$ cat src/hw/tbdc_cfg.svh
/*
 * Register offsets, field positions, reset values and constants of the
 * ten-bit converter control block.
 * Assumes inclusion by bare name from the design files.
 */
`ifndef TBDC_CFG_SVH
`define TBDC_CFG_SVH

`define TBDC_OFS_CONTROL 12'h000
`define TBDC_OFS_CODE 12'h004
`define TBDC_OFS_STATUS 12'h008
`define TBDC_OFS_POWER 12'h00c

`define TBDC_BIT_MODULE_ON 15
`define TBDC_BIT_IDLE_STOP 13
`define TBDC_BIT_SLEEP_KEEP 12
`define TBDC_BIT_JUSTIFY 11
`define TBDC_BIT_TRIG_EN 8
`define TBDC_BIT_PIN_DRIVE 7
`define TBDC_TSEL_HI 6
`define TBDC_TSEL_LO 2
`define TBDC_REF_HI 1
`define TBDC_REF_LO 0

`define TBDC_CONTROL_WMASK 16'hb9ff
`define TBDC_CONTROL_RESET 16'h0000
`define TBDC_CODE_RESET 16'h0000
`define TBDC_CODE_FULL_SCALE 1024
`define TBDC_TSEL_LAST 5'h11
`define TBDC_TSEL_HOLE 5'h09
`define TBDC_NUM_TRIG 18

`endif

$ cat src/hw/tbdc_pkg.sv
/*
 * Types shared by the converter control block.
 * Assumes the configuration header is compiled alongside.
 */
`default_nettype none

package tbdc_pkg;
    typedef enum logic [1:0] {
        TBDC_REF_NONE = 2'b00,
        TBDC_REF_EXT = 2'b01,
        TBDC_REF_SUPPLY = 2'b10,
        TBDC_REF_BANDGAP2X = 2'b11
    } tbdc_ref_e;

    typedef enum logic [1:0] {
        TBDC_ST_OFF = 2'b00,
        TBDC_ST_RUN = 2'b01,
        TBDC_ST_HALT = 2'b10
    } tbdc_state_e;

    typedef logic [9:0] tbdc_code_t;
endpackage : tbdc_pkg

`default_nettype wire

$ cat src/hw/tbdc_reg_if.sv
/*
 * Carrier between the APB register slave and the converter core.
 * Assumes one clock domain shared by both ends.
 */
`default_nettype none

interface tbdc_reg_if;
    logic [15:0] control;
    logic [15:0] code;
    logic code_wr;
    tbdc_pkg::tbdc_state_e state;
    tbdc_pkg::tbdc_code_t active_code;

    modport regs (output control, output code, output code_wr,
                  input state, input active_code);
    modport core (input control, input code, input code_wr,
                  output state, output active_code);
endinterface : tbdc_reg_if

`default_nettype wire

$ cat src/hw/tbdc_core.sv
/*
 * Converter core: justification, trigger selection, update holding and
 * power state of the ten-bit converter.
 * Assumes trigger inputs are one-cycle pulses synchronous to the clock.
 */
`include "tbdc_cfg.svh"
`default_nettype none

module tbdc_core (
    // Clock and reset
    input wire logic clk,
    input wire logic rst,
    // Register side
    tbdc_reg_if.core rif,
    // System state and trigger events
    input wire logic idle_mode,
    input wire logic sleep_mode,
    input wire logic [`TBDC_NUM_TRIG-1:0] trig_events
);
    logic [15:0] ctl;
    logic [4:0] tsel;
    logic trig_hit;
    logic halted;
    tbdc_pkg::tbdc_code_t pend_code;
    tbdc_pkg::tbdc_code_t active_r;
    tbdc_pkg::tbdc_code_t active_nxt;
    tbdc_pkg::tbdc_state_e state_r;
    tbdc_pkg::tbdc_state_e state_nxt;

    function automatic tbdc_pkg::tbdc_code_t justify(input logic [15:0] d, input logic left);
        justify = left ? d[15:6] : d[9:0];
    endfunction : justify

    assign ctl = rif.control;
    assign tsel = ctl[`TBDC_TSEL_HI:`TBDC_TSEL_LO];
    // Codes 01001 and above 10001 map to no source and never fire.
    assign trig_hit = (tsel <= `TBDC_TSEL_LAST) && (tsel != `TBDC_TSEL_HOLE)
                      && trig_events[tsel];
    assign halted = (idle_mode && ctl[`TBDC_BIT_IDLE_STOP])
                    || (sleep_mode && !ctl[`TBDC_BIT_SLEEP_KEEP]);
    assign pend_code = justify(rif.code, ctl[`TBDC_BIT_JUSTIFY]);

    always_comb begin
        state_nxt = tbdc_pkg::TBDC_ST_RUN;
        if (!ctl[`TBDC_BIT_MODULE_ON]) begin
            state_nxt = tbdc_pkg::TBDC_ST_OFF;
        end else if (halted) begin
            state_nxt = tbdc_pkg::TBDC_ST_HALT;
        end
    end

    // The written code waits in the data register until the update event.
    always_comb begin
        active_nxt = active_r;
        if (state_r == tbdc_pkg::TBDC_ST_RUN) begin
            if (ctl[`TBDC_BIT_TRIG_EN]) begin
                if (trig_hit) begin
                    active_nxt = pend_code;
                end
            end else if (rif.code_wr) begin
                active_nxt = pend_code;
            end
        end
    end

    always_ff @(posedge clk or posedge rst) begin
        if (rst) begin
            state_r <= tbdc_pkg::TBDC_ST_OFF;
            active_r <= 10'h000;
        end else begin
            state_r <= state_nxt;
            active_r <= active_nxt;
        end
    end

    assign rif.state = state_r;
    assign rif.active_code = active_r;
endmodule : tbdc_core

`default_nettype wire

$ cat src/hw/tbdc_top.sv
/*
 * Ten-bit converter control block with its APB register slave.
 * Assumes an APB master on the same clock; the analog ladder and output
 * buffer sit outside and are steered by the outputs below.
 */
// Chosen here: the APB slave port and the address map.
//
// Function
// The analog output equals the chosen reference times the ten-bit code over 1024.
// Control bit 15 turns the converter module on when set and off when clear.
// With control bit 13 set the module stops in Idle, otherwise it keeps running.
// With bit 12 set the last value is kept in Sleep, otherwise it powers down and frees the pin.
// Bit 11 takes the code from data bits 15:6 when set and from bits 9:0 when clear.
// Bit 8 makes the output update on the chosen trigger, otherwise on each data write.
// Bit 7 drives the converter output onto its pin, otherwise the pin floats.
// Trigger codes 0-2 are comparators, 3 is conversion done, 4-8 timers, 9 is unused.
// Code 10 is the multi-output compare unit, 11-16 single units, 17 external interrupt one.
// Reference field 11 is twice band gap, 10 supply, 01 external pin, 00 disconnected.
// The band gap reference is requested whenever the module is enabled.
// Bits 14, 10 and 9 read as zero and all control bits reset to zero.
// Software sets the pin as an analog output through the port controls before use.
// In trigger mode the latest written code waits and loads at the first trigger pulse.
`include "tbdc_cfg.svh"
`default_nettype none

module tbdc_top (
    // Clock and reset
    input wire logic CORE_CLK,
    input wire logic RST,
    // APB slave
    input wire logic PSEL,
    input wire logic PENABLE,
    input wire logic PWRITE,
    input wire logic [11:0] PADDR,
    input wire logic [31:0] PWDATA,
    output logic [31:0] PRDATA,
    output logic PREADY,
    output logic PSLVERR,
    // System power modes
    input wire logic IDLE_MODE,
    input wire logic SLEEP_MODE,
    // Trigger event pulses, indexed by source code
    input wire logic [`TBDC_NUM_TRIG-1:0] TRIG_EVENTS,
    // Converter analog front end
    output logic [9:0] CONV_CODE,
    output logic CONV_POWER_ON,
    output logic [1:0] CONV_REF_SELECT,
    output logic BANDGAP_REQUEST,
    output logic PIN_DRIVE_ON
);
    tbdc_reg_if rif ();

    logic [15:0] control_r;
    logic [15:0] control_nxt;
    logic [15:0] code_r;
    logic [15:0] code_nxt;
    logic code_wr_r;
    logic [31:0] prdata_r;
    logic [31:0] prdata_nxt;
    logic pslverr_r;
    logic ready_r;
    logic [9:0] conv_code_r;
    logic power_on_r;
    logic [1:0] ref_r;
    logic bandgap_r;
    logic pin_r;

    logic access;
    logic wr_en;
    logic rd_en;
    logic sel_control;
    logic sel_code;
    logic sel_status;
    logic sel_power;
    logic mapped;
    logic running;
    logic powered;
    logic [31:0] status_word;

    // Two-edge access phase: PREADY pulses high one cycle after the access starts, one wait state.
    assign access = PSEL && PENABLE;
    assign wr_en = access && PWRITE;
    assign rd_en = access && !PWRITE;
    assign sel_control = PADDR == `TBDC_OFS_CONTROL;
    assign sel_code = PADDR == `TBDC_OFS_CODE;
    assign sel_status = PADDR == `TBDC_OFS_STATUS;
    assign sel_power = PADDR == `TBDC_OFS_POWER;
    assign mapped = sel_control || sel_code || sel_status || sel_power;

    // Unimplemented bits are masked on write so they always read back zero.
    assign control_nxt = (wr_en && sel_control)
                         ? (PWDATA[15:0] & `TBDC_CONTROL_WMASK) : control_r;
    assign code_nxt = (wr_en && sel_code) ? PWDATA[15:0] : code_r;

    assign running = rif.state == tbdc_pkg::TBDC_ST_RUN;
    // The ladder keeps its value in Sleep only while the sleep-keep bit is set.
    assign powered = running
                     || (rif.state == tbdc_pkg::TBDC_ST_HALT && control_r[`TBDC_BIT_SLEEP_KEEP]
                         && !(IDLE_MODE && control_r[`TBDC_BIT_IDLE_STOP]));
    assign status_word = {20'h00000, rif.state, rif.active_code};

    assign prdata_nxt = !rd_en ? prdata_r
                      : sel_control ? {16'h0000, control_r}
                      : sel_code ? {16'h0000, code_r}
                      : sel_status ? status_word
                      : sel_power ? {27'h0000000, pin_r, bandgap_r, ref_r, power_on_r}
                      : 32'h00000000;

    assign rif.control = control_r;
    assign rif.code = code_r;
    assign rif.code_wr = code_wr_r;

    tbdc_core u_core (
        .clk(CORE_CLK),
        .rst(RST),
        .rif(rif),
        .idle_mode(IDLE_MODE),
        .sleep_mode(SLEEP_MODE),
        .trig_events(TRIG_EVENTS)
    );

    always_ff @(posedge CORE_CLK or posedge RST) begin
        if (RST) begin
            control_r <= `TBDC_CONTROL_RESET;
            code_r <= `TBDC_CODE_RESET;
            code_wr_r <= 1'b0;
            prdata_r <= 32'h00000000;
            pslverr_r <= 1'b0;
        end else begin
            control_r <= control_nxt;
            code_r <= code_nxt;
            code_wr_r <= wr_en && sel_code;
            prdata_r <= prdata_nxt;
            // Raised only on the first access edge so that it lines up with PREADY.
            pslverr_r <= access && !mapped && !ready_r;
        end
    end

    // Analog-facing outputs, all registered.
    always_ff @(posedge CORE_CLK or posedge RST) begin
        if (RST) begin
            conv_code_r <= 10'h000;
            power_on_r <= 1'b0;
            ref_r <= 2'h0;
            bandgap_r <= 1'b0;
            pin_r <= 1'b0;
        end else begin
            conv_code_r <= rif.active_code;
            power_on_r <= powered;
            ref_r <= control_r[`TBDC_REF_HI:`TBDC_REF_LO];
            bandgap_r <= control_r[`TBDC_BIT_MODULE_ON];
            pin_r <= powered && control_r[`TBDC_BIT_PIN_DRIVE];
        end
    end

    // Read data and error are registered and appear one cycle after the start of the
    // access phase, so the slave inserts exactly one wait state.
    always_ff @(posedge CORE_CLK or posedge RST) begin
        if (RST) begin
            ready_r <= 1'b0;
        end else begin
            ready_r <= access && !ready_r;
        end
    end

    assign PRDATA = prdata_r;
    assign PREADY = ready_r;
    assign PSLVERR = pslverr_r;
    assign CONV_CODE = conv_code_r;
    assign CONV_POWER_ON = power_on_r;
    assign CONV_REF_SELECT = ref_r;
    assign BANDGAP_REQUEST = bandgap_r;
    assign PIN_DRIVE_ON = pin_r;
endmodule : tbdc_top

`default_nettype wire

$ cat config.mk
export PLATFORM = sky130hd
export DESIGN_NAME = tbdc_top
export DESIGN_NICKNAME = d
export VERILOG_FILES = /design/src/hw/tbdc_pkg.sv /design/src/hw/tbdc_reg_if.sv /design/src/hw/tbdc_core.sv /design/src/hw/tbdc_top.sv
export VERILOG_INCLUDE_DIRS = /design/src /design/src/hw
export SDC_FILE = /design/constraint.sdc
export NUM_CORES = 1
export LEC_CHECK = 0
export BUFFER_PORTS_ARGS = -buffer_cell sky130_fd_sc_hd__buf_4
export CAP_MARGIN = 20
export CORE_ASPECT_RATIO = 1.75
export CORE_MARGIN = 2
export CORE_UTILIZATION = 45
export CTS_CLUSTER_SIZE = 10
export DETAILED_ROUTE_END_ITERATION = 10
export PLACE_DENSITY = 0.84
export REMOVE_ABC_BUFFERS = 1
export SYNTH_ARGS = -nofsm -noshare
export SYNTH_HDL_FRONTEND = slang
export SYNTH_SLANG_ARGS = --single-unit
$ cat constraint.sdc
create_clock -name CORE_CLK -period 3 [get_ports CORE_CLK]
set_input_delay 0.3 -clock CORE_CLK [delete_from_list [all_inputs] [get_ports CORE_CLK]]
set_output_delay 0.3 -clock CORE_CLK [all_outputs]
set_load 0.005 [all_outputs]
==> impl_metrics.tcl, run 1 <==
set metrics [dict create \
    hold_buffers 0 \
    final_common_cell "buf_4" \
    cts_buffers 9 \
    synth-edff-count 0 \
    fin_nets 421 \
    vdd_drop_max_v 0.0003060 \
    core-area_um2 7462 \
    drv_slew 0 \
    critical_path_class "register to register" \
    initial_core_util_pct 45.56 \
    critPathSlowestCell "a311oi_4" \
    layout_common_cells "buf_4, dfrtp_1, mux2_2" \
    synth-compound-area-share_pct 9.790 \
    grt_pass1_vias 2628 \
    clock-sinks 75 \
    swShare_pct 21.14 \
    setup_ws_ns 0.7061 \
    p_leak_nw 2.178 \
    stdcell_area_um2 4343 \
    path_buf_inv 0 \
    path_cells "mux2i_1 > o311ai_1 > a311oi_2 > a311oi_4 > mux2_2" \
    relSlewSlack_pct 44.22 \
    layout-drive-gt1-share_pct 46.22 \
    power_mw 2.122 \
    grt_max_degree 39 \
    yosys_warnings 0 \
    via_count 2433 \
    syn-cell-area_um2 3400 \
    synthDistinctLibCells 41 \
    fin_util_pct 58.20 \
    setup_viol 0 \
    synth_top_family_by_area "multiplexers" \
    clockBufferDepth 2 \
    drtPass1Iterations 5 \
    n_antenna_cell 0 \
    hp-class "input pin to async pin" \
    worstPathArrival_ns 2.51 \
    ios 118 \
    placed_cells 429 \
    worst_pin_slew_ns 0.8337 \
    pwr-share-comb_pct 5.7 \
    wl_met3_um 398 \
    die_w_um 69.70 \
    drt-total-wl_mm 7.863 \
    place_congestion 0.8443 \
    seqPwrFrac_pct 47.9 \
    fmax_ghz 0.4359 \
    ff_latch_area_um2 1877 \
    async_flop_share_pct 100.0 \
    grt_remaining_overflow 0 \
    h-tree-depth 3 \
    synthAdderAreaFrac_pct 0 \
    finalCritPeriodShare_pct 76.46 \
    synth.mux.area_fraction_pct 21.53 \
    synthXorXnorAreaFrac_pct 0 \
    numPortBuffers 84 \
    min_period_ns 2.294 \
    hold_violations 0 \
    post_cts_buffers 0 \
    fin_tns_setup_ns 0 \
    p_switching_mw 0.4487 \
    viasPerCell 5.467 \
    top_layer "met4" \
    multiInputGateArea_um2 1391 \
    cts_resized 0 \
    placed_area_um2 4069 \
    ys_seq_elements 75 \
    clkTransAtPathRegs_ns 0.05 \
    syn_area_per_cell_um2 12.88 \
    rsz0062_at_grt "no" \
    clock_latency_ns 0.33 \
    synth_cells 264 \
    max_stage_delay_ns 0.63 \
    dieArea_um2 8293 \
    drtAntennaViolNets 0 \
    crit_path_max_fanout 10 \
    syn2layout_area_growth_pct 27.75 \
    num-fill-cells 603 \
    met2_length_mm 4.373 \
    drc 0 \
    clock_skew_ns 0.005853 \
    die_h_um 119.0 \
    grt_antenna_before_repair 0 \
    maxCapViolations 0 \
    m1WireLength_mm 2.832 \
    clockPowerShare_pct 46.4 \
    outcome "complete, no violations" \
    synthFlopType "dfrtp_1" \
    holdWs_ns 0.1207 \
    yosysSeqAreaShare_pct 55.21 \
    row_count 42 \
    end_kind "register" \
    grt_usage_pct 19.97 \
    cts_root_buf "clkbuf_16" \
    cp.required_ns 3.21 \
    synth-simple-area-share_pct 7.840 \
    drt_iter0_markers 166 \
    crit_path_start_kind "register" \
    grt_pass1_wl_mm 12.79 \
    final_cells 445 \
    crit_family "compound AO/OA/AOI/OAI gates" \
    cts_tree "yes" \
    hpwl_mm 5.780 \
    wire_per_inst_um 17.67 \
    post-place-ws_ns 0.6778 \
    internal_power_mw 1.674 \
    p_per_area_nw_per_um2 488.7 \
]
-- power by group through the flow --
stage	registers (mW)	clock network, mW	logic [mW]
after floorplan	1.03	0	0.0420
after global placement	1.03	0	0.119
after detailed placement	1.03	0	0.122
after CTS	1.02	0.991	0.122
after global routing	1.02	1.03	0.133
final	1.02	0.985	0.122
-- synthesized netlist by cell type (all sizes together), types with 2 or more instances --
cell type   n  area share [%]
nor4        3            0.74
a22oi       5             1.1
o31ai      14             3.1
mux2       55              18
clkbuf      7            0.77
nor2b       3            0.55
dfrtp      75              55
and2        3            0.55
a222oi      5             1.5
buf        22             4.5
nand2      21             2.3
inv         2            0.22
a311oi      2             1.2
o41ai       2            0.52
nand2b      2            0.37
o21ai       2            0.29
nor3        2            0.63
a21oi       5            0.74
nand3       3            0.44
mux2i       9             2.7
nor2        9            0.99
-- worst reg2reg max path: cells and delay by family, from the launching register on --
kind / cells / cell delay, ns
muxes: 2 / 0.56
AOI/OAI and AO/OA: 3 / 1.04
DFF: 1 / 0.57
-- registers in the layout, indices dropped and copies added, names as in the netlist --
name / flops
control_r: 13
PRDATA: 16
u_core.rif.state: 2
u_core.rif.active_code: 10
PSLVERR: 1
BANDGAP_REQUEST: 1
code_r: 16
CONV_POWER_ON: 1
code_wr_r: 1
PREADY: 1
CONV_CODE: 10
CONV_REF_SELECT: 2
PIN_DRIVE_ON: 1
-- final cells by class --
type	instances	share of cell area, %
Clock inverter	2	0.2305
Clock buffer	14	6.079
Tap cell	88	2.535
Sequential cell	75	43.22
Timing Repair Buffer	91	15.73
Multi-Input combinational cell	173	32.04
Inverter	2	0.1729
-- kinds of logic after synthesis --
| group | Yosys count |
|---|---|
| DFF | 75 |
| muxes | 65 |
| and+or+nand+nor | 52 |
| AOI/OAI and AO/OA | 40 |
| buffers and inverters | 31 |
| other | 1 |
-- per-layer routing --
metal,track usage (%),vias up
li1,-,1106
met1,20.64,1214
met2,36.78,91
met3,3.976,22
met4,11.30,0
met5,0,-
-- path summary, 6_finish.rpt --
check | slack (ns) | end | cells after the start | from
setup / recovery | 0.71 | u_core.rif.active_code[4] | 5 | control_r[2]
hold / removal | 0.12 | PRDATA[12] | 2 | RST
setup reg to reg | 0.71 | u_core.rif.active_code[4] | 5 | control_r[2]
hold reg to reg | 0.39 | CONV_CODE[1] | 0 | u_core.rif.active_code[1]
max in group asynchronous | 2.13 | PRDATA[5] | 3 | RST
min in group CORE_CLK | 0.19 | control_r[5] | 3 | PWDATA[5]
Power figures use the tool's default switching activity.
==> inputs of run 2 (changes only) <==
--- a/config.mk
+++ b/config.mk
@@ -6,6 +6,7 @@
 export SDC_FILE = /design/constraint.sdc
 export NUM_CORES = 1
 export LEC_CHECK = 0
+export ABC_AREA = 1
 export BUFFER_PORTS_ARGS = -buffer_cell sky130_fd_sc_hd__buf_4
 export CAP_MARGIN = 20
 export CORE_ASPECT_RATIO = 1.75
@@ -13,7 +14,7 @@
 export CORE_UTILIZATION = 45
 export CTS_CLUSTER_SIZE = 10
 export DETAILED_ROUTE_END_ITERATION = 10
-export PLACE_DENSITY = 0.84
+export PLACE_DENSITY = 0.83
 export REMOVE_ABC_BUFFERS = 1
 export SYNTH_ARGS = -nofsm -noshare
 export SYNTH_HDL_FRONTEND = slang
==> constraint.sdc (replaced) <==
create_clock -name CORE_CLK -period 2.2 [get_ports CORE_CLK]
set_input_delay 0.22 -clock CORE_CLK [delete_from_list [all_inputs] [get_ports CORE_CLK]]
set_output_delay 0.22 -clock CORE_CLK [all_outputs]
set_load 0.005 [all_outputs]
==> run 2 against run 1 <==
Net effect:
- critical endpoint is now u_core.rif.active_code[2]
- register-to-register slack worse by 0.31 ns
- highest routed layer unchanged
- non-clock buffer count up 2
- clock skew is essentially flat
- routed wire length increased by 10%
- largest power group is now the clock network
==> impl_metrics.tcl, run 2 <==
set metrics [dict create \
    yosys_warnings 0 \
    power_mw 3.251 \
    relSlewSlack_pct 61.63 \
    netlist.area_leader.share_pct 51.58 \
    clock_latency_ns 0.33 \
    initial_core_util_pct 46.01 \
    placed_cells 606 \
    h-tree-depth 3 \
    numPortBuffers 84 \
    wl_met3_um 452 \
    synthDistinctLibCells 31 \
    layout-drive-gt1-share_pct 25.52 \
    n_antenna_cell 0 \
    synth_cells 439 \
    yosys.area.top_type "dfrtp_1" \
    setup_viol 0 \
    drt-total-wl_mm 8.688 \
    dieArea_um2 8849 \
    hpwl_mm 6.503 \
    min_period_ns 1.805 \
    synth_most_common_cell "nand2_1" \
    drc 0 \
    clockBufferDepth 2 \
    via_count 3146 \
    clock_skew_ns 0.005391 \
    syn2layout_area_growth_pct 27.37 \
    cp.required_ns 2.42 \
    critPathSlowestCell "dfrtp_1" \
    drtAntennaViolNets 0 \
    drtPass1Iterations 5 \
    die_w_um 71.97 \
    num-fill-cells 677 \
    hold_buffers 1 \
    post_cts_buffers 0 \
    finalCritPeriodShare_pct 82.06 \
    async_flop_share_pct 100.0 \
    fmax_ghz 0.5539 \
    grt_antenna_before_repair 0 \
    syn-cell-area_um2 3638 \
    synth_area_leaders "dfrtp_1, nand2_1, inv_1" \
    grt_pass1_wl_mm 14.30 \
    layout_common_cells "nand2_1, buf_4, dfrtp_1" \
    grt_usage_pct 21.25 \
    hold_violations 0 \
    viasPerCell 5.050 \
    vdd_drop_max_v 0.0003735 \
    m1WireLength_mm 3.095 \
    grt_pass1_vias 3145 \
    cts_resized 0 \
    ff_latch_area_um2 1877 \
    setup_ws_ns 0.3947 \
    syn_area_per_cell_um2 8.288 \
    synth-edff-count 0 \
    rsz0062_at_grt "no" \
    cts_tree "yes" \
    cts_root_buf "clkbuf_16" \
    crit_path_start_kind "register" \
    fin_tns_setup_ns 0 \
    maxCapViolations 0 \
    cts_buffers 9 \
    final_cells 623 \
    clock-sinks 75 \
    end_kind "register" \
    row_count 43 \
    p_leak_nw 2.454 \
    hp-class "input pin to register" \
    yosysSeqAreaShare_pct 51.58 \
    die_h_um 123.0 \
    final_common_cell "nand2_1" \
    place_congestion 0.9819 \
    wire_per_inst_um 13.95 \
    synthFlopType "dfrtp_1" \
    fin_nets 597 \
    critical_path_class "register to register" \
    grt_max_degree 38 \
    holdWs_ns 0.08843 \
    worst_pin_slew_ns 0.5755 \
    worstPathArrival_ns 2.02 \
    path_cells "inv_2 > nor2_1 > o21ai_0 > nand3_1 > nand3_1 > nand3_1 > nand2_1 > nand2_2 > nand2_1 > nand2_1" \
    ios 118 \
    crit_path_max_fanout 10 \
    drv_slew 0 \
    drt_iter0_markers 326 \
    max_stage_delay_ns 0.49 \
    core-area_um2 7909 \
    post-place-ws_ns 0.4160 \
    multiInputGateArea_um2 1374 \
    top_layer "met4" \
    grt_remaining_overflow 0 \
    outcome "complete, no violations" \
    ys_seq_elements 75 \
    clkTransAtPathRegs_ns 0.05 \
    met2_length_mm 4.740 \
    synth_common_cells "nand2_1, dfrtp_1, inv_1" \
    p_per_area_nw_per_um2 701.5 \
]
run 2: worst max-delay path: cells and delay by family, from the launching register on:
family / cells / cell delay [ns]
buffers and inverters: 1 / 0.19
AOI/OAI and AO/OA: 1 / 0.14
and+or+nand+nor: 8 / 0.87
DFF: 1 / 0.49
run 2: cells by family after synthesis:
family / Yosys count / synth area share, %
flops: 75 / 51.58
buf+inv: 90 / 12.21
simple gates: 203 / 24.48
compound gates: 70 / 11.62
other cells: 1 / 0.1031
run 2: power by group:
part	internal, mW	switching (mW)
sequential	1.39	0.00812
combinational	0.0931	0.0987
clock	1.13	0.526
total	2.62	0.633
run 2: worst paths after layout:
check	slack, ns	to	start	cells past startpoint
hold / removal	0.09	code_r[14]	PWDATA[14]	3
max in group asynchronous	1.15	PRDATA[11]	RST	4
setup reg to reg	0.39	u_core.rif.active_code[2]	control_r[2]	10
min in group asynchronous	0.36	control_r[3]	RST	3
hold reg to reg	0.40	CONV_REF_SELECT[0]	control_r[0]	0
setup / recovery	0.39	u_core.rif.active_code[2]	control_r[2]	10
run 2: area by class of cell:
cell class	instances	area share, %
Clock buffer	11	5.238
Sequential cell	75	40.50
Clock inverter	5	2.160
Inverter	60	4.914
Timing Repair Buffer	93	15.12
Tap cell	90	2.430
Multi-Input combinational cell	289	29.64
run 2: layer usage:
metal	GRT usage, %	vias to the layer above
met3	3.749	25
met2	38.02	106
li1	-	1534
met1	22.25	1481
met4	14.27	0
met5	0	-
run 2: stage by stage:
step / utilization, % / area, um^2
3_5_place_dp: 54.14 / 4282
5_1_grt: 58.60 / 4634
3_3_place_gp: 54.14 / 4282
4_1_cts: 58.60 / 4634
6_report: 58.60 / 4634
2_1_floorplan: - / 3478
==> inputs of run 3 (changes only) <==
--- a/config.mk
+++ b/config.mk
@@ -6,7 +6,7 @@
 export SDC_FILE = /design/constraint.sdc
 export NUM_CORES = 1
 export LEC_CHECK = 0
-export ABC_AREA = 1
+export ABC_AREA = 0
 export BUFFER_PORTS_ARGS = -buffer_cell sky130_fd_sc_hd__buf_4
 export CAP_MARGIN = 20
 export CORE_ASPECT_RATIO = 1.75
@@ -14,7 +14,7 @@
 export CORE_UTILIZATION = 45
 export CTS_CLUSTER_SIZE = 10
 export DETAILED_ROUTE_END_ITERATION = 10
-export PLACE_DENSITY = 0.83
+export PLACE_DENSITY = 0.87
 export REMOVE_ABC_BUFFERS = 1
 export SYNTH_ARGS = -nofsm -noshare
 export SYNTH_HDL_FRONTEND = slang
==> constraint.sdc (replaced) <==
create_clock -name CORE_CLK -period 1.65 [get_ports CORE_CLK]
set_input_delay 0.165 -clock CORE_CLK [delete_from_list [all_inputs] [get_ports CORE_CLK]]
set_output_delay 0.165 -clock CORE_CLK [all_outputs]
set_load 0.005 [all_outputs]
==> run 3 against run 2 <==
Net effect:
- the run now ends with negative setup slack left
- maximum frequency down 10%
- routed wire length down 5.0%
- first-iteration DRC count down 50%
- sequential share of layout area up 0.83 points
- design area down 2.0%
- largest cell class unchanged
- via count down 20%
==> impl_metrics.tcl, run 3 (synthesized netlist as in run 1, its figures left out) <==
set metrics [dict create \
    end_kind "register" \
    grt_antenna_before_repair 0 \
    cp.required_ns 1.87 \
    critical_path_class "register to register" \
    drtAntennaViolNets 0 \
    violations "negative setup slack" \
    fin_tns_setup_ns -3.564 \
    drt_iter0_markers 164 \
    place_congestion 0.8728 \
    num-fill-cells 601 \
    placed_area_um2 4239 \
    grt_remaining_overflow 0 \
    crit_start "control_r[2]" \
    fin_nets 438 \
    core-area_um2 7462 \
    fmax_ghz 0.4975 \
    die_w_um 69.70 \
    drt-total-wl_mm 8.253 \
    clock-sinks 75 \
    post_cts_buffers 0 \
    grt_max_degree 76 \
    finalCritPeriodShare_pct 121.8 \
    grt_usage_pct 21.13 \
    fin_util_pct 60.87 \
    clock_latency_ns 0.33 \
    hpwl_mm 6.182 \
    critPathSlowestCell "dfrtp_1" \
    crit_path_start_kind "register" \
    endpoint "u_core.rif.active_code[7]" \
    worstReg2RegEnd "u_core.rif.active_code[7]" \
    viasPerCell 5.440 \
    relSlewSlack_pct 65.49 \
    r2r-start "control_r[2]" \
    path_cells "buf_4 > mux2i_1 > o311ai_2 > a311oi_2 > a311oi_4 > buf_12 > mux2_2" \
    grt_pass1_vias 2745 \
    cts_tree "yes" \
    worst-r2r-setup-slack_ns -0.36 \
    worstHoldStart "PWDATA[5]" \
    ios 118 \
    numPortBuffers 84 \
    min_period_ns 2.010 \
    p_leak_nw 2.275 \
    h-tree-depth 3 \
    setup_ws_ns -0.3601 \
    drtPass1Iterations 6 \
    clockBufferDepth 2 \
    worst_pin_slew_ns 0.5177 \
    cts_root_buf "clkbuf_16" \
    grt_pass1_wl_mm 13.48 \
    max_stage_delay_ns 0.40 \
    initial_core_util_pct 45.56 \
    crit_path_max_fanout 10 \
    clock_skew_ns 0.005186 \
    stdcell_area_um2 4542 \
    cts_buffers 9 \
    final_common_cell "buf_4" \
    layout-drive-gt1-share_pct 48.79 \
    clkTransAtPathRegs_ns 0.06 \
    row_count 42 \
    outcome "complete, but fails checks" \
    die_h_um 119.0 \
    maxCapViolations 0 \
    vdd_drop_max_v 0.0006169 \
    hp-class "input pin to register" \
    rsz0062_at_grt "yes" \
    drv_slew 0 \
    layout_common_cells "buf_4, dfrtp_1, mux2_2" \
    setup_viol 10 \
    p_per_area_nw_per_um2 860.0 \
    drc 0 \
    worstPathArrival_ns 2.23 \
    dieArea_um2 8293 \
    syn2layout_area_growth_pct 33.60 \
    wire_per_inst_um 17.90 \
    via_count 2508 \
    n_antenna_cell 0 \
    reg2regPathDepth 7 \
    hold_violations 0 \
]
## run 3: worst max-delay path: cells and delay by family, from the launching register on
kind | cells | cell delay [ns]
AO/OA/AOI/OAI | 3 | 0.66
multiplexers | 2 | 0.47
flip-flops | 1 | 0.40
buffers and inverters | 2 | 0.36
## run 3: repair_timing
action / CTS / global route
endpoints found under the setup margin: 10 / 10
resized for setup: 0 / 2
hold endpoints to repair: 75 / 0
pin swaps: 0 / 1
hold buffers: 1 / 0
## run 3: area by class of cell
cell class,count,area [um^2],area share (%)
inverter,2,7.507,0.1653
multi-input combinational,173,1403,30.88
clock inverter,1,7.507,0.1653
tap,88,110.1,2.424
timing repair buffer,108,863.3,19.01
clock buffer,14,274.0,6.033
sequential,75,1877,41.32
## run 3: through the flow
step	power (mW)	hold WS (ns)	setup slack, ns	instances
3_3_place_gp	2.106	0.2866	-0.2666	445
5_1_grt	4.020	0.06545	-0.4454	461
4_1_cts	3.938	0.04106	-0.3797	461
3_5_place_dp	2.111	0.2902	-0.3707	445
6_report	3.906	0.04876	-0.3601	461
2_1_floorplan	1.955	0.2818	-0.6844	250
## run 3: how the worst min path moves through the flow
stage | slack, ns | end | cells past startpoint
after detailed placement | 0.29 | PREADY | 3
after CTS | 0.04 | control_r[5] | 3
final | 0.05 | control_r[5] | 3
after global placement | 0.29 | PRDATA[11] | 3
after global routing | 0.07 | code_r[10] | 2
after floorplan | 0.28 | control_r[5] | 2
## run 3: per-layer routing
layer / track usage (%) / wire length [um]
met1: 22.89 / 2871
met2: 36.96 / 4554
met5: 0 / 0
met4: 13.34 / 363
met3: 4.399 / 464
## run 3: power breakdown
group	switching [mW]	internal (mW)	leakage (nW)	total, mW
Combinational	0.121	0.114	1.10	0.235
Sequential	0.00231	1.84	1.04	1.85
Clock	0.691	1.13	0.135	1.82
